$ cat config.mk
export PLATFORM = sky130hd
export DESIGN_NAME = load_front_panel_controller
export DESIGN_NICKNAME = d
export VERILOG_FILES = /design/src/common/panel_pkg.sv /design/src/design/key_debounce.sv /design/src/design/load_front_panel_controller.sv
export SDC_FILE = /design/constraint.sdc
export NUM_CORES = 1
export LEC_CHECK = 0
export BUFFER_PORTS_ARGS = -buffer_cell sky130_fd_sc_hd__buf_2
export CORE_UTILIZATION = 51
export DETAILED_ROUTE_END_ITERATION = 16
export GPL_TIMING_DRIVEN = 0
export PLACE_DENSITY_LB_ADDON = 0.08
export SYNTH_ARGS = -nofsm -noshare
export SYNTH_HDL_FRONTEND = slang
export SYNTH_SLANG_ARGS = --single-unit
$ cat constraint.sdc
create_clock -name CLK -period 3 [get_ports CLK]
set_input_delay 0 -clock CLK [delete_from_list [all_inputs] [get_ports CLK]]
set_output_delay 0 -clock CLK [all_outputs]
set_load 0.05 [all_outputs]
$ cat src/common/panel_pkg.sv
// panel_pkg: shared constants and types for the front panel controller
// assumes a 200 MHz clock and raw key levels synchronous to it
`default_nettype none
package panel_pkg;
   // clock period and key debounce time
   localparam int CLK_PERIOD_NS  = 5;
   localparam int DEBOUNCE_US    = 10000;
   localparam int DEBOUNCE_CYC   = (DEBOUNCE_US * 1000) / CLK_PERIOD_NS;
   // key indices
   localparam int KEY_COUNT      = 16;
   localparam int K_MODE         = 0;
   localparam int K_PRESET       = 1;
   localparam int K_LOAD         = 2;
   localparam int K_LEVEL        = 3;
   localparam int K_DYNSTA       = 4;
   localparam int K_SHORT        = 5;
   localparam int K_LIMIT        = 6;
   localparam int K_HIGH_PER     = 7;
   localparam int K_LOW_PER      = 8;
   localparam int K_RISE         = 9;
   localparam int K_FALL         = 10;
   localparam int K_HIGH_LVL     = 11;
   localparam int K_LOW_LVL      = 12;
   localparam int K_COARSE_UP    = 13;
   localparam int K_COARSE_DN    = 14;
   localparam int K_FINE         = 15;
   // limit menu positions
   localparam int MENU_LAST      = 15;
   localparam int VAL_W          = 16;
   // protection codes on the lower meter
   localparam logic [2:0] PROT_NONE = 3'h0;
   localparam logic [2:0] PROT_OV   = 3'h1;
   localparam logic [2:0] PROT_OC   = 3'h2;
   localparam logic [2:0] PROT_OP   = 3'h3;
   localparam logic [2:0] PROT_OT   = 3'h4;
   // regulation mode, gray along the cycle
   typedef enum logic [1:0] {
      const_current_mode    = 2'h0,
      const_resistance_mode = 2'h1,
      const_voltage_mode    = 2'h3,
      const_power_mode      = 2'h2
   } reg_mode_t;
   // display mode
   typedef enum logic [1:0] {
      PRESET_ON  = 2'h0,
      WATT_ON    = 2'h1,
      PRESET_OFF = 2'h3
   } disp_mode_t;
   // upper / lower meter source selects
   typedef enum logic [2:0] {
      SRC_VOLT   = 3'h0,
      SRC_PROG   = 3'h1,
      SRC_POWER  = 3'h2,
      SRC_LIMIT  = 3'h3,
      SRC_CURR   = 3'h4,
      SRC_SHORT  = 3'h5,
      SRC_PROT   = 3'h6,
      SRC_LOWLIM = 3'h7
   } meter_src_t;
   // parameter under programming
   typedef enum logic [2:0] {
      SEL_HIGH_LVL = 3'h0,
      SEL_LOW_LVL  = 3'h1,
      SEL_HIGH_PER = 3'h2,
      SEL_LOW_PER  = 3'h3,
      SEL_RISE     = 3'h4,
      SEL_FALL     = 3'h5
   } prog_sel_t;
endpackage : panel_pkg
`default_nettype wire

$ cat src/design/key_debounce.sv
// key_debounce: one press pulse per stable closure of each key
// assumes key levels active high and synchronous to CLK
`default_nettype none
module key_debounce #(
   parameter int KEYS    = panel_pkg::KEY_COUNT,
   parameter int STABLE  = panel_pkg::DEBOUNCE_CYC
) (
   // clock and reset
   input  wire logic            clk,
   input  wire logic            reset,
   // raw keys and pulses
   input  wire logic [KEYS-1:0] raw,
   output logic      [KEYS-1:0] press
);
   localparam int CW = $clog2(STABLE + 1);
   // refuse settings the counter cannot serve
   if (KEYS < 1 || STABLE < 1) begin : g_bad_param
      $error("key_debounce: bad parameters");
   end
   genvar i;
   generate
      for (i = 0; i < KEYS; i++) begin : g_key
         logic [CW-1:0] cnt;
         logic [CW-1:0] next_cnt;
         logic          stable;
         logic          next_stable;
         logic          next_press;
         always_comb begin
            next_cnt    = cnt;
            next_stable = stable;
            next_press  = 1'b0;
            if (raw[i] == stable) begin
               next_cnt = '0;
            end else if (cnt == CW'(STABLE - 1)) begin
               next_cnt    = '0;
               next_stable = raw[i];
               next_press  = raw[i];
            end else begin
               next_cnt = cnt + 1'b1;
            end
         end
         always_ff @(posedge clk) begin
            if (reset) begin
               cnt      <= '0;
               stable   <= 1'b0;
               press[i] <= 1'b0;
            end else begin
               cnt      <= next_cnt;
               stable   <= next_stable;
               press[i] <= next_press;
            end
         end
      end
   endgenerate
endmodule : key_debounce
`default_nettype wire

$ cat src/design/load_front_panel_controller.sv
// load_front_panel_controller: keys, indicators and meter selects
// assumes the analog side gives pass/fail compares and protection flags
//
// Contract
// - mode key steps current, resistance, voltage, power, then wraps
// - exactly one mode lamp lit, the active mode
// - fail lamp lit when any reading is outside its limits
// - remote lamp lit and keys ignored while remote is active
// - preset key cycles preset-on, watt-on, preset-off
// - preset lamp amber, green or dark by display mode
// - load key toggles sinking, settings untouched
// - load lamp lit while load function on
// - level key toggles high/low in static only, lamp lit for high
// - dynamic key toggles only in current or power mode
// - resistance or voltage mode forces static
// - short key toggles input short, lamp lit while shorted
// - limit key steps fixed setup menu and wraps to off
// - limit lamp lit at any menu position but off
// - one value shown: large arrows coarse, small arrows fine
// - two values shown: large arrows upper, small arrows lower
// - upper meter source follows display mode and limit menu
// - preset-off lower meter shows load or short current
// - active protection puts its code on the lower meter
// - period keys select high or low duration, lamp follows
// - rise and fall keys select slew programming, lamp follows
// - level keys select high or low value programming, lamp follows
`default_nettype none
module load_front_panel_controller
   import panel_pkg::*;
#(
   parameter int DEBOUNCE = DEBOUNCE_CYC
) (
   // clock and reset
   input  wire logic                   CLK,
   input  wire logic                   RESET,
   // raw keys, active high
   input  wire logic [KEY_COUNT-1:0]   KEYS,
   // fine arrow direction, high for up
   input  wire logic                   FINE_UP,
   // remote control active
   input  wire logic                   REMOTE_ACTIVE,
   // limit compares from the meters
   input  wire logic [2:0]             ABOVE_UPPER,
   input  wire logic [2:0]             BELOW_LOWER,
   // protection flags: ov, oc, op, ot
   input  wire logic [3:0]             PROT_FLAGS,
   // regulation state
   output logic [3:0]                  MODE_LEDS,
   output reg_mode_t                   REG_MODE,
   output logic                        DYNAMIC,
   output logic                        HIGH_LEVEL,
   output logic                        LOAD_ON,
   output logic                        SHORT_ON,
   // indicators
   output logic                        FAIL_INDICATOR,
   output logic                        REMOTE_INDICATOR,
   output logic                        PRESET_AMBER,
   output logic                        PRESET_GREEN,
   output logic                        LOAD_LED,
   output logic                        LEVEL_LED,
   output logic                        DYN_LED,
   output logic                        SHORT_LED,
   output logic                        LIMIT_LED,
   output logic [5:0]                  PROG_LEDS,
   // display and menu
   output disp_mode_t                  DISP_MODE,
   output logic [3:0]                  MENU_POS,
   output prog_sel_t                   PROG_SEL,
   output meter_src_t                  UPPER_SRC,
   output meter_src_t                  LOWER_SRC,
   output logic [2:0]                  PROT_CODE,
   // adjust pulses: +1 / -1 on upper or lower value
   output logic                        ADJ_UPPER_INC,
   output logic                        ADJ_UPPER_DEC,
   output logic                        ADJ_LOWER_INC,
   output logic                        ADJ_LOWER_DEC,
   output logic                        ADJ_COARSE
);
   // refuse a debounce the counter cannot serve
   if (DEBOUNCE < 1) begin : g_bad_debounce
      $error("load_front_panel_controller: DEBOUNCE below one");
   end
   // menu position is four bits wide
   if (MENU_LAST < 1 || MENU_LAST > 15) begin : g_bad_menu
      $error("load_front_panel_controller: menu length unsupported");
   end
   // key indices reach fifteen
   if (KEY_COUNT != 16) begin : g_bad_keys
      $error("load_front_panel_controller: sixteen keys expected");
   end

   logic [KEY_COUNT-1:0] press;
   logic [KEY_COUNT-1:0] key;

   key_debounce #(
      .KEYS   (KEY_COUNT),
      .STABLE (DEBOUNCE)
   ) u_deb (
      .clk    (CLK),
      .reset  (RESET),
      .raw    (KEYS),
      .press  (press)
   );

   assign key = REMOTE_ACTIVE ? '0 : press;

   reg_mode_t  mode;
   reg_mode_t  next_mode;
   disp_mode_t disp;
   disp_mode_t next_disp;
   prog_sel_t  sel;
   prog_sel_t  next_sel;
   logic [3:0] menu;
   logic [3:0] next_menu;
   logic       dyn;
   logic       next_dyn;
   logic       hi;
   logic       next_hi;
   logic       load;
   logic       next_load;
   logic       shrt;
   logic       next_shrt;
   logic       two_vals;
   logic       any_up;
   logic       any_dn;

   always_comb begin
      next_mode = mode;
      next_disp = disp;
      next_sel  = sel;
      next_menu = menu;
      next_dyn  = dyn;
      next_hi   = hi;
      next_load = load;
      next_shrt = shrt;
      if (key[K_MODE]) begin
         case (mode)
            const_current_mode:    next_mode = const_resistance_mode;
            const_resistance_mode: next_mode = const_voltage_mode;
            const_voltage_mode:    next_mode = const_power_mode;
            const_power_mode:      next_mode = const_current_mode;
            default:               next_mode = const_current_mode;
         endcase
      end
      if (key[K_PRESET]) begin
         case (disp)
            PRESET_ON:  next_disp = WATT_ON;
            WATT_ON:    next_disp = PRESET_OFF;
            PRESET_OFF: next_disp = PRESET_ON;
            default:    next_disp = PRESET_ON;
         endcase
      end
      if (key[K_LOAD])
         next_load = ~load;
      if (key[K_SHORT])
         next_shrt = ~shrt;
      if (key[K_LIMIT])
         next_menu = (menu == 4'(MENU_LAST)) ? 4'h0 : menu + 4'h1;
      // dynamic toggle in current or power only
      if (key[K_DYNSTA] && (mode == const_current_mode ||
                            mode == const_power_mode))
         next_dyn = ~dyn;
      // force static in resistance or voltage
      if (next_mode == const_resistance_mode ||
          next_mode == const_voltage_mode)
         next_dyn = 1'b0;
      if (key[K_LEVEL] && !dyn)
         next_hi = ~hi;
      if (key[K_HIGH_LVL])
         next_sel = SEL_HIGH_LVL;
      if (key[K_LOW_LVL])
         next_sel = SEL_LOW_LVL;
      if (key[K_HIGH_PER])
         next_sel = SEL_HIGH_PER;
      if (key[K_LOW_PER])
         next_sel = SEL_LOW_PER;
      if (key[K_RISE])
         next_sel = SEL_RISE;
      if (key[K_FALL])
         next_sel = SEL_FALL;
   end

   always_ff @(posedge CLK) begin
      if (RESET) begin
         mode <= const_current_mode;
         disp <= PRESET_OFF;
         sel  <= SEL_HIGH_LVL;
         menu <= 4'h0;
         dyn  <= 1'b0;
         hi   <= 1'b0;
         load <= 1'b0;
         shrt <= 1'b0;
      end else begin
         mode <= next_mode;
         disp <= next_disp;
         sel  <= next_sel;
         menu <= next_menu;
         dyn  <= next_dyn;
         hi   <= next_hi;
         load <= next_load;
         shrt <= next_shrt;
      end
   end

   // menu positions 1..3 show an upper and a lower limit
   assign two_vals = (menu >= 4'h1) && (menu <= 4'h3);
   assign any_up   = key[K_COARSE_UP] | (key[K_FINE] & FINE_UP);
   assign any_dn   = key[K_COARSE_DN] | (key[K_FINE] & ~FINE_UP);

   logic       next_uinc;
   logic       next_udec;
   logic       next_linc;
   logic       next_ldec;
   logic       next_coarse;
   meter_src_t next_usrc;
   meter_src_t next_lsrc;
   logic [2:0] next_pcode;
   logic       next_fail;

   always_comb begin
      next_uinc   = 1'b0;
      next_udec   = 1'b0;
      next_linc   = 1'b0;
      next_ldec   = 1'b0;
      next_coarse = 1'b0;
      if (two_vals) begin
         // large arrows upper, small arrows lower
         next_uinc = key[K_COARSE_UP];
         next_udec = key[K_COARSE_DN];
         next_linc = key[K_FINE] & FINE_UP;
         next_ldec = key[K_FINE] & ~FINE_UP;
      end else begin
         // coarse or fine step on single value
         next_uinc   = any_up;
         next_udec   = any_dn;
         next_coarse = key[K_COARSE_UP] | key[K_COARSE_DN];
      end
      if (menu != 4'h0)
         next_usrc = SRC_LIMIT;
      else begin
         case (disp)
            PRESET_ON: next_usrc = SRC_PROG;
            WATT_ON:   next_usrc = SRC_POWER;
            default:   next_usrc = SRC_VOLT;
         endcase
      end
      if (PROT_FLAGS[0])
         next_pcode = PROT_OV;
      else if (PROT_FLAGS[1])
         next_pcode = PROT_OC;
      else if (PROT_FLAGS[2])
         next_pcode = PROT_OP;
      else if (PROT_FLAGS[3])
         next_pcode = PROT_OT;
      else
         next_pcode = PROT_NONE;
      if (next_pcode != PROT_NONE)
         next_lsrc = SRC_PROT;
      else if (menu != 4'h0)
         next_lsrc = SRC_LOWLIM;
      else if (disp == PRESET_ON)
         next_lsrc = SRC_PROG;
      else
         next_lsrc = shrt ? SRC_SHORT : SRC_CURR;
      next_fail = |(ABOVE_UPPER | BELOW_LOWER);
   end

   always_ff @(posedge CLK) begin
      if (RESET) begin
         ADJ_UPPER_INC  <= 1'b0;
         ADJ_UPPER_DEC  <= 1'b0;
         ADJ_LOWER_INC  <= 1'b0;
         ADJ_LOWER_DEC  <= 1'b0;
         ADJ_COARSE     <= 1'b0;
         UPPER_SRC      <= SRC_VOLT;
         LOWER_SRC      <= SRC_CURR;
         PROT_CODE      <= PROT_NONE;
         FAIL_INDICATOR <= 1'b0;
      end else begin
         ADJ_UPPER_INC  <= next_uinc;
         ADJ_UPPER_DEC  <= next_udec;
         ADJ_LOWER_INC  <= next_linc;
         ADJ_LOWER_DEC  <= next_ldec;
         ADJ_COARSE     <= next_coarse;
         UPPER_SRC      <= next_usrc;
         LOWER_SRC      <= next_lsrc;
         PROT_CODE      <= next_pcode;
         FAIL_INDICATOR <= next_fail;
      end
   end

   assign MODE_LEDS = {mode == const_power_mode,
                       mode == const_voltage_mode,
                       mode == const_resistance_mode,
                       mode == const_current_mode};
   assign REG_MODE   = mode;
   assign DYNAMIC    = dyn;
   assign HIGH_LEVEL = hi;
   assign LOAD_ON    = load;
   assign SHORT_ON   = shrt;
   assign DISP_MODE  = disp;
   assign MENU_POS   = menu;
   assign PROG_SEL   = sel;
   assign REMOTE_INDICATOR = REMOTE_ACTIVE;
   assign PRESET_AMBER = (disp == PRESET_ON);
   assign PRESET_GREEN = (disp == WATT_ON);
   assign LOAD_LED  = load;
   assign LEVEL_LED = hi;
   assign DYN_LED   = dyn;
   assign SHORT_LED = shrt;
   // limit lamp off only at off
   assign LIMIT_LED = (menu != 4'h0);
   genvar g;
   generate
      for (g = 0; g < 6; g++) begin : g_prog
         assign PROG_LEDS[g] = (sel == prog_sel_t'(g));
      end
   endgenerate
endmodule : load_front_panel_controller
`default_nettype wire

# Yosys cells after proc, flatten, opt, wreduce, memory -nomap -nowiden
# Cells that the tools add are included.
# Widths: inputs -> output; s select.
[totals]
regBits = 398
elab_cells = 268
[classes]
n_addsub = 17
order_cmp = 2
n_eq_ne = 44
n_mux = 23
n_bitwise = 44
n_reduce_logical = 69
[ops]
columns = ["operator", "count"]
rows = [
  ["$add 21x1->21 const B", 16],
  ["$eq 21x21->1 const B", 16],
  ["$reduce_or 3->1", 35],
  ["$not 1->1", 38],
  ["$mux 3", 11],
  ["$reduce_and 2->1", 16],
  ["$eq 1x1->1", 16],
  ["$mux 16", 1],
  ["$reduce_or 2->1", 5],
  ["$mux 2", 4],
  ["$pmux 2 s2", 2],
  ["$pmux 2 s4", 1],
  ["$reduce_bool 4->1", 2],
  ["$eq 2x1->1 const B", 3],
  ["$eq 2x2->1 const B", 3],
  ["$eq 3x2->1 const B", 2],
  ["$eq 3x3->1 const B", 2],
  ["$reduce_bool 6->1", 1],
  ["$add 4x1->4 const B", 1],
  ["$eq 4x4->1 const B", 1],
  ["$ge 4x1->1 const B", 1],
  ["$le 4x2->1 const B", 1],
  ["$logic_not 2->1", 2],
  ["$mux 4", 1],
  ["other kinds (10)", 18],
]

# Longest topological paths before layout
# Gate-level depths: netlist of run 1.
[logic_depth]
word_depth = 7
mapped_depth = 7
mapped_depth_nobuf = 7

# By module
# Synthesis of run 1 repeated with hierarchy kept, for this count alone.
[hier_totals]
cells_unflattened = 2090
hier_area_um2 = 17870.9
[by_module_without_submodules]
columns = ["module", "instances", "cells_per_inst", "area_each_um2", "seq_area_each_um2"]
rows = [
  ["key_debounce", 1, 1945, 16590.9, 7367.1],
  ["load_front_panel_controller", 1, 145, 1280.0, 580.6],
]

# Worst setup path after synthesis of run 1
# No wires, ideal clock.
[synth_path]
kind = "reg-to-reg"
startpoint = "reg u_deb.g_key[3].cnt[0]"
endpoint = "reg u_deb.g_key[3].cnt[16]"
setup_ns = 0.070
arrival_ns = 1.903
t_required_ns = 2.930
path_slack_ns = 1.027
path_stages_with_launch = 7
period_less_slack_ns = 1.973
cell_sequence = "dfxtp_1 > ha_1 > clkbuf_1 > nand2_1 > or4_1 > or4_1 > a21oi_1"
[synth_between]
elab_chain_cells = 2
[synth_lines]
columns = ["element", "line", "text"]
rows = [
  ["start, declared", "key_debounce.sv:23", "logic [CW-1:0] cnt;"],
  ["start signal, assigned", "key_debounce.sv:48", "cnt <= next_cnt;"],
  ["parallel branches: the longest is 2 deep, another holds $add 21x1->21", "-", ""],
]
# Parallel ways; which one is timed is not known.
# A chain may end at the register's enable or synchronous reset.

# Final worst setup path of run 1
[layout_path]
startpoint = "in RESET"
endpoint = "reg FAIL_INDICATOR"
[layout_lines]
columns = ["element", "line", "text"]
rows = [
  ["start, declared", "load_front_panel_controller.sv:35", "input wire logic RESET,"],
  ["end signal, assigned", "load_front_panel_controller.sv:288", "FAIL_INDICATOR <= next_fail;"],
  ["end, declared", "load_front_panel_controller.sv:55", "output logic FAIL_INDICATOR,"],
]
# No word-level cell between the ends.

==> results of run 1 <==
[cell usage after synthesis, drive strengths merged (71+ instances only)]
master and n:
inv 76, or3 76, nand4 77, nor2 296, o21ai 95, nand3 129, nand2 116, or4 71
xor2 88, dfxtp 397, a21oi 132, xnor2 129
[worst max-delay path by stage]
stage | start | endpoint | slack (ps) | depth (start not counted)
floorplan | u_deb.g_key[3].cnt[0] | u_deb.g_key[3].cnt[16] | 1030 | 6
global placement | RESET | MENU_POS[3] | 440 | 5
detailed placement | RESET | u_deb.g_key[9].stable | 430 | 5
CTS | RESET | FAIL_INDICATOR | 470 | 6
global route | RESET | FAIL_INDICATOR | 220 | 6
finish | RESET | FAIL_INDICATOR | 400 | 6
[worst max-delay path: cells and delay by family]
kind / cells / cell delay [ps]
AO/OA/AOI/OAI: 1 / 80
buffers and inverters: 5 / 2940
[cell type report]
| cell class | instances | area [µm²] |
|---|---|---|
| Antenna cell | 1 | 2.502 |
| Buffer | 73 | 340.3 |
| Clock buffer | 70 | 1410 |
| Clock inverter | 7 | 92.59 |
| Fill cell | 3095 | 13920 |
| Inverter | 76 | 285.3 |
| Multi-Input combinational cell | 1544 | 9318 |
| Sequential cell | 397 | 7948 |
| Tap cell | 455 | 569.3 |
| Timing Repair Buffer | 103 | 655.6 |
[metrics by stage]
step / utilization, % / hold slack [ps] / power [mW]
floorplan: - / 72.38 / 5.585
global placement: 54.53 / 224.8 / 5.684
detailed placement: 54.53 / 226.4 / 5.687
CTS: 59.69 / 86.18 / 11.24
global route: 59.70 / 170.8 / 11.49
finish: 59.70 / 89.94 / 11.09
[layout by cell type, fill, tap and decap left out, drive strengths merged, types with 4 or more instances in the layout]
cell and instances:
o21a 5, a31o 5, or3 76, or4b 9, dfxtp 397, nor4 42, inv 78, xnor2 129
nor4b 12, clkbuf 115, ha 19, a21oi 132, or4 71, or3b 5, nand2 116, or2 5
nand3 129, and2 8, o31ai 39, and3 40, or4bb 4, dlygate4sd3 28, xor2 88, buf 103
nand2b 7, and4 24, nand4b 5, nor2 296, nor4bb 6, nand3b 4, nor2b 7, nor3b 9
nand4 77, o21ai 95, nor3 60
[routing by layer]
metal / track usage (%) / vias up
li1: - / 7738
met1: 28.17 / 7031
met2: 35.11 / 247
met3: 4.059 / 72
met4: 7.909 / 2
met5: 0 / -
[flip-flops by register name, summed over array words and instances, names as in the netlist, 2 cells and up, named ones only]
name,flops
LOWER_SRC,3
PROT_CODE,3
UPPER_SRC,2
u_deb.g_key.stable,16
PROG_SEL,3
u_deb.g_key.cnt,336
MENU_POS,4
u_deb.press,16
DISP_MODE,2
[power groups by stage]
stage                     logic [mW]  registers, mW  clock network (mW)
after floorplan                0.141           5.44                   0
after global placement         0.248           5.44                   0
after detailed placement       0.251           5.44                   0
after CTS                      0.281           5.32                5.64
after global routing           0.310           5.32                5.85
final                          0.279           5.32                5.49
[cells by family after synthesis]
| kind of cell | Yosys count |
|---|---|
| flops | 397 |
| simple gates | 1017 |
| xor+xnor | 217 |
| compound gates | 289 |
| fa+ha+maj | 19 |
| other cells | 1 |
| buf+inv | 149 |
| mux | 1 |
==> run_results.csv, run 1 <==
group,metric,value,unit
run_status,outcome,"finished, final reports clean",
clock_network,ctsResizeCount,0,
power_and_ir_drop,intPower,8.765,mW
synthesis,synth_area_leaders,"dfxtp_1 44%, xnor2_1 6.3%, nor2_1 6.2%",
synthesis,synthXorXnorAreaFrac,10.62,%
drt,highest_layer,"met5",
synthesis,synth_adder_area_share,1.329,%
drt,dr.pass1.iters,5,
clock_network,ctsHoldBuffers,28,
sta,fmax,385.2,MHz
drt,drt_drc_violations_left,0,
power_and_ir_drop,peakVddDrop,442.0,µV
job,drv_cap,0,
sta,fin_worst_skew,17.56,ps
synthesis,ys_warn_count,0,
worst_setup_path,r2r-start,"u_deb.g_key[13].cnt[0]",
global_routing,grt_max_degree,13,
drt,wl_per_cell,14.19,µm
synthesis,synth_area,17890,µm²
worst_setup_path,path_class,"input port to flop",
min_path,hold_path_startpoint,"RESET",
worst_setup_path,cp.arrival,3030,ps
drt,vias,15090,
synthesis,syn_avg_cell_area,8.560,µm²
global_routing,grt-ovfl-total,0,
worst_setup_path,cp_max_fo,10,
clock_network,htree_levels,2,
synthesis,synth.top_cell.area_share,44.42,%
floorplanning,initial_core_util,51.79,%
clock_network,cts_tree,"yes",
synthesis,yosysUniqueCellTypes,62,
placed_design,dp_slack,426.3,ps
power_and_ir_drop,combPwrFrac,2.5,%
drt,wl,38.68,mm
synthesis,synthArstFlopShare,0,%
floorplanning,die_x,189.3,µm
drt,met1_length,18.35,mm
clock_network,cts_root_buffer,"clkbuf_16",
sta,maxSlewViolCount,0,
sta,fin_crit_sh,86.54,%
floorplanning,coreArea,34540,µm²
power_and_ir_drop,p_clk_share,49.5,%
floorplanning,rows,68,
placed_design,portBuffers,75,
sta,fin_crit,2596,ps
power_and_ir_drop,seq_power_share,48.0,%
final_layout,design_area,20620,µm²
sta,setup_slack,403.9,ps
synthesis,muxShareOfSynthArea,0.05595,%
clock_network,clock_latency,550,ps
floorplanning,die_area,35830,µm²
worst_setup_path,cp_common_cell,"clkbuf_1",
placed_design,gp_congestion,0.8194,
sta,slew_headroom,31.83,%
worst_setup_path,cpPeakStageDelay,730,ps
placed_design,dp_cells,2620,
synthesis,seq_area_frac_synth,44.42,%
clock_network,post_cts_buffers,0,
drt,first_iter_violations,798,
clock_network,clk_path_buf_depth,3,
clock_network,clkTransAtPathRegs,60,ps
worst_setup_path,rrSetupSlack,700,ps
placed_design,placed_area,18840,µm²
min_path,holdPathEnd,"u_deb.g_key[13].cnt[1]",
synthesis,synth_fp_nets,2139,
sta,setup_tns,0,ps
min_path,hold_class,"input port to flop",
final_layout,finalNonFillerCells,2726,
synthesis,synthSimpleGateAreaFrac,30.90,%
global_routing,antenna_found_initial,2,
synthesis,syn_inst,2090,
final_layout,fin_nets,2288,
global_routing,grt_pass1_wl,65.08,mm
sta,hold_viol_final,0,
synthesis,synth_top_family_by_area,"simple AND/OR/NAND/NOR gates",
worst_setup_path,startpoint_type,"input port",
sta,setup_viol,0,
global_routing,grt_use_total,21.49,%
sta,tightestPinTransition,1013,ps
power_and_ir_drop,leakage,6.684,nW
global_routing,grt_pass1_vias,13960,
worst_setup_path,cp_cell_sequence,"clkbuf_1 -> clkbuf_1 -> clkbuf_1 -> buf_1 -> a21oi_1 -> dlygate4sd3_1",
clock_network,numCtsBuffers,44,
synthesis,yosys.area.top_type,"dfxtp_1",
drt,wl_met3,1.878,mm
sta,rsz0062_at_grt,"false",
min_path,hold_depth,3,
placed_design,hpwl,26.99,mm
synthesis,synthFlopType,"dfxtp_1",
worst_setup_path,required,3430,ps
drt,drt-vias-per-instance,5.536,
power_and_ir_drop,power_density,537.8,nW/µm²
power_and_ir_drop,p_sw,2.326,mW
synthesis,synth_edf_count,0,
drt,wl_met2,17.37,mm
synthesis,synth-compound-area-share,9.154,%
drt,antenna_left,0,
worst_setup_path,worstReg2RegEnd,"u_deb.g_key[13].cnt[14]",
floorplanning,ios,78,
final_layout,syn_to_final_growth,15.26,%
worst_setup_path,crit_slowest_cell,"buf_1",
floorplanning,die_h,189.3,µm
power_and_ir_drop,swShare,20.97,%
clock_network,cts_sinks,397,
worst_setup_path,endpoint_kind,"flop",
worst_setup_path,reg2regPathDepth,6,
final_layout,drive_gt1_share,9.515,%
synthesis,synth_seq_cells,397,
(Power assumes the default switching activity.)
==> inputs of run 2 (changes only) <==
ABC_AREA = 1   (was unset)
==> run 2 against run 1 <==
Compared with the run above: sequential share of layout area down 3.5 points; critical endpoint is now PROT_CODE[2]; synthesized area up 11%; synthesized cell count up 41%; critical path depth up 1; final cell count up 34%; non-clock buffer count down 23; via count up 19%; setup slack better by 690 ps.
==> run_results.csv, run 2 <==
group,metric,value,unit
placed_design,hpwl,33.05,mm
clock_network,clk_path_buf_depth,3,
worst_setup_path,cpPeakStageDelay,540,ps
power_and_ir_drop,power,11.10,mW
floorplanning,initial_core_util,52.24,%
sta,hold_viol_final,0,
worst_setup_path,rrSetupSlack,1260,ps
drt,wl,44.78,mm
global_routing,grt_use_total,23.00,%
global_routing,grt_max_degree,14,
synthesis,synthFlopType,"dfxtp_1",
placed_design,gp_congestion,0.9150,
run_status,outcome,"finished, final reports clean",
synthesis,seq_area_frac_synth,40.02,%
synthesis,syn_inst,2951,
worst_setup_path,reg2regPathDepth,7,
worst_setup_path,worstReg2RegEnd,"u_deb.g_key[1].cnt[11]",
floorplanning,die_h,199.3,µm
sta,tightestPinTransition,764.6,ps
clock_network,cts_sinks,397,
worst_setup_path,r2r-start,"u_deb.g_key[1].cnt[0]",
global_routing,grt_pass1_vias,16570,
clock_network,clock_latency,560,ps
synthesis,synthArstFlopShare,0,%
worst_setup_path,cp_cell_sequence,"dlygate4sd3_1 -> buf_2 -> clkinv_1 -> clkbuf_1 -> nand2_1 -> nor2_1 -> dlygate4sd3_1",
worst_setup_path,cp_common_cell,"dlygate4sd3_1",
final_layout,largest_register,"u_deb.g_key.cnt",
placed_design,dp_cells,3538,
global_routing,grt-ovfl-total,0,
synthesis,ys_top_cells_by_count,"746 x nand2_1, 724 x nor2_1, 397 x dfxtp_1",
final_layout,fin_nets,3154,
power_and_ir_drop,p_sw,2.378,mW
final_layout,syn_to_final_growth,14.09,%
synthesis,ys_warn_count,0,
sta,setup_slack,1099,ps
synthesis,synth_fp_nets,3000,
synthesis,yosysUniqueCellTypes,37,
final_layout,mostFrequentLayoutCells,"746 x nand2_1, 724 x nor2_1, 397 x dfxtp_1",
worst_setup_path,crit_end,"PROT_CODE[2]",
synthesis,synth.most_common_cell,"nand2_1",
synthesis,yosys.area.top_type,"dfxtp_1",
sta,fin_crit,1901,ps
floorplanning,die_x,199.3,µm
drt,dr.pass1.iters,5,
worst_setup_path,required,3430,ps
global_routing,grt_pass1_wl,75.75,mm
power_and_ir_drop,p_clk_share,49.4,%
worst_setup_path,startpoint_type,"input port",
placed_design,dp_slack,1264,ps
final_layout,layout.cells.most_common,"nand2_1",
worst_setup_path,cp-startpoint,"RESET",
synthesis,synth_seq_cells,397,
power_and_ir_drop,combPwrFrac,2.6,%
min_path,hold_depth,6,
min_path,hold_class,"input port to flop",
clock_network,ctsHoldBuffers,31,
power_and_ir_drop,peakVddDrop,369.0,µV
placed_design,portBuffers,76,
drt,drt_drc_violations_left,0,
clock_network,post_cts_buffers,0,
power_and_ir_drop,swShare,21.43,%
sta,setup_tns,0,ps
clock_network,clkTransAtPathRegs,60,ps
floorplanning,rows,71,
sta,fmax,526.0,MHz
final_layout,largestRegisters,"u_deb.g_key.cnt: 336 flops, u_deb.g_key.stable: 16 flops, u_deb.press: 16 flops",
power_and_ir_drop,seq_power_share,48.0,%
drt,first_iter_violations,732,
power_and_ir_drop,leakage,7.469,nW
final_layout,diodes,0,
drt,vias,17890,
sta,fin_worst_skew,16.29,ps
worst_setup_path,crit_slowest_cell,"dlygate4sd3_1",
synthesis,syn_avg_cell_area,6.730,µm²
floorplanning,ios,78,
synthesis,synth_area_leaders,"dfxtp_1 40%, nand2_1 14%, nor2_1 14%",
worst_setup_path,cp_max_fo,10,
worst_setup_path,path_class,"input port to flop",
final_layout,finalNonFillerCells,3646,
sta,setup_viol,0,
synthesis,synth_area,19860,µm²
drt,drt-vias-per-instance,4.907,
drt,antenna_left,0,
global_routing,antenna_found_initial,0,
clock_network,ctsResizeCount,0,
clock_network,htree_levels,2,
clock_network,cts_root_buffer,"clkbuf_16",
job,drv_cap,0,
clock_network,cts_tree,"yes",
clock_network,numCtsBuffers,45,
synthesis,synth.top_cell.area_share,40.02,%
worst_setup_path,cp.arrival,2330,ps
synthesis,synth_edf_count,0,
floorplanning,die_area,39740,µm²
final_layout,largest_reg_flops,336,
drt,wl_per_cell,12.28,µm
power_and_ir_drop,power_density,489.7,nW/µm²
power_and_ir_drop,intPower,8.718,mW
sta,hold_slack,258.5,ps
worst_setup_path,endpoint_kind,"flop",
final_layout,drive_gt1_share,8.772,%
sta,rsz0062_at_grt,"false",
sta,fin_crit_sh,63.37,%
sta,slew_headroom,49.03,%
sta,maxSlewViolCount,0,
floorplanning,coreArea,38020,µm²
## run 2: worst max-delay path, delay by kind of cell
family,cells,cell delay [ps]
buffers and inverters,5,2060
and+or+nand+nor,2,260
## run 2: power groups by stage
stage	clock, mW	combinational, mW	sequential [mW]
floorplan	0	0.151	5.44
global placement	0	0.259	5.44
detailed placement	0	0.263	5.44
CTS	5.64	0.294	5.32
global route	5.85	0.319	5.32
finish	5.49	0.290	5.32
## run 2: area by class of cell
type                            instances  area [µm²]
Fill cell                            3656       15360
Multi-Input combinational cell       2239       10600
Sequential cell                       397        7948
Clock buffer                           57        1231
Inverter                              269        1010
Timing Repair Buffer                  107       690.7
Tap cell                              511       639.4
Buffer                                 46       302.8
Clock inverter                         20       236.5
## run 2: layer usage
| layer | GRT usage (%) | wire length, µm |
|---|---|---|
| met1 | 30.09 | 21330 |
| met2 | 39.10 | 20570 |
| met5 | 0 | 0 |
| met3 | 3.477 | 1986 |
| met4 | 6.644 | 895 |
## run 2: worst min path at each step
stage                         startpoint         endpoint
after floorplan                 KEYS[12]  u_deb.press[12]
after global placement    ABOVE_UPPER[2]   FAIL_INDICATOR
after detailed placement   PROT_FLAGS[3]     PROT_CODE[2]
after CTS                 ABOVE_UPPER[0]   FAIL_INDICATOR
after global routing      ABOVE_UPPER[0]   FAIL_INDICATOR
final                     ABOVE_UPPER[0]   FAIL_INDICATOR
## run 2: per-stage QoR
| stage | instance area [µm²] | utilization, % |
|---|---|---|
| 2_1_floorplan | 19860 | - |
| 3_3_place_gp | 20880 | 54.92 |
| 3_5_place_dp | 20880 | 54.92 |
| 4_1_cts | 22660 | 59.60 |
| 5_1_grt | 22660 | 59.60 |
| 6_report | 22660 | 59.60 |
## run 2: cell families after synthesis
logic type | count (synthesis) | share of synthesized area (%)
and+or+nand+nor | 1876 | 40.02
DFF | 397 | 40.02
buffers and inverters | 315 | 6.608
xor gates and xnor gates | 175 | 7.717
AOI/OAI and AO/OA | 168 | 4.429
adders and majority gates | 19 | 1.197
other | 1 | 0.01888
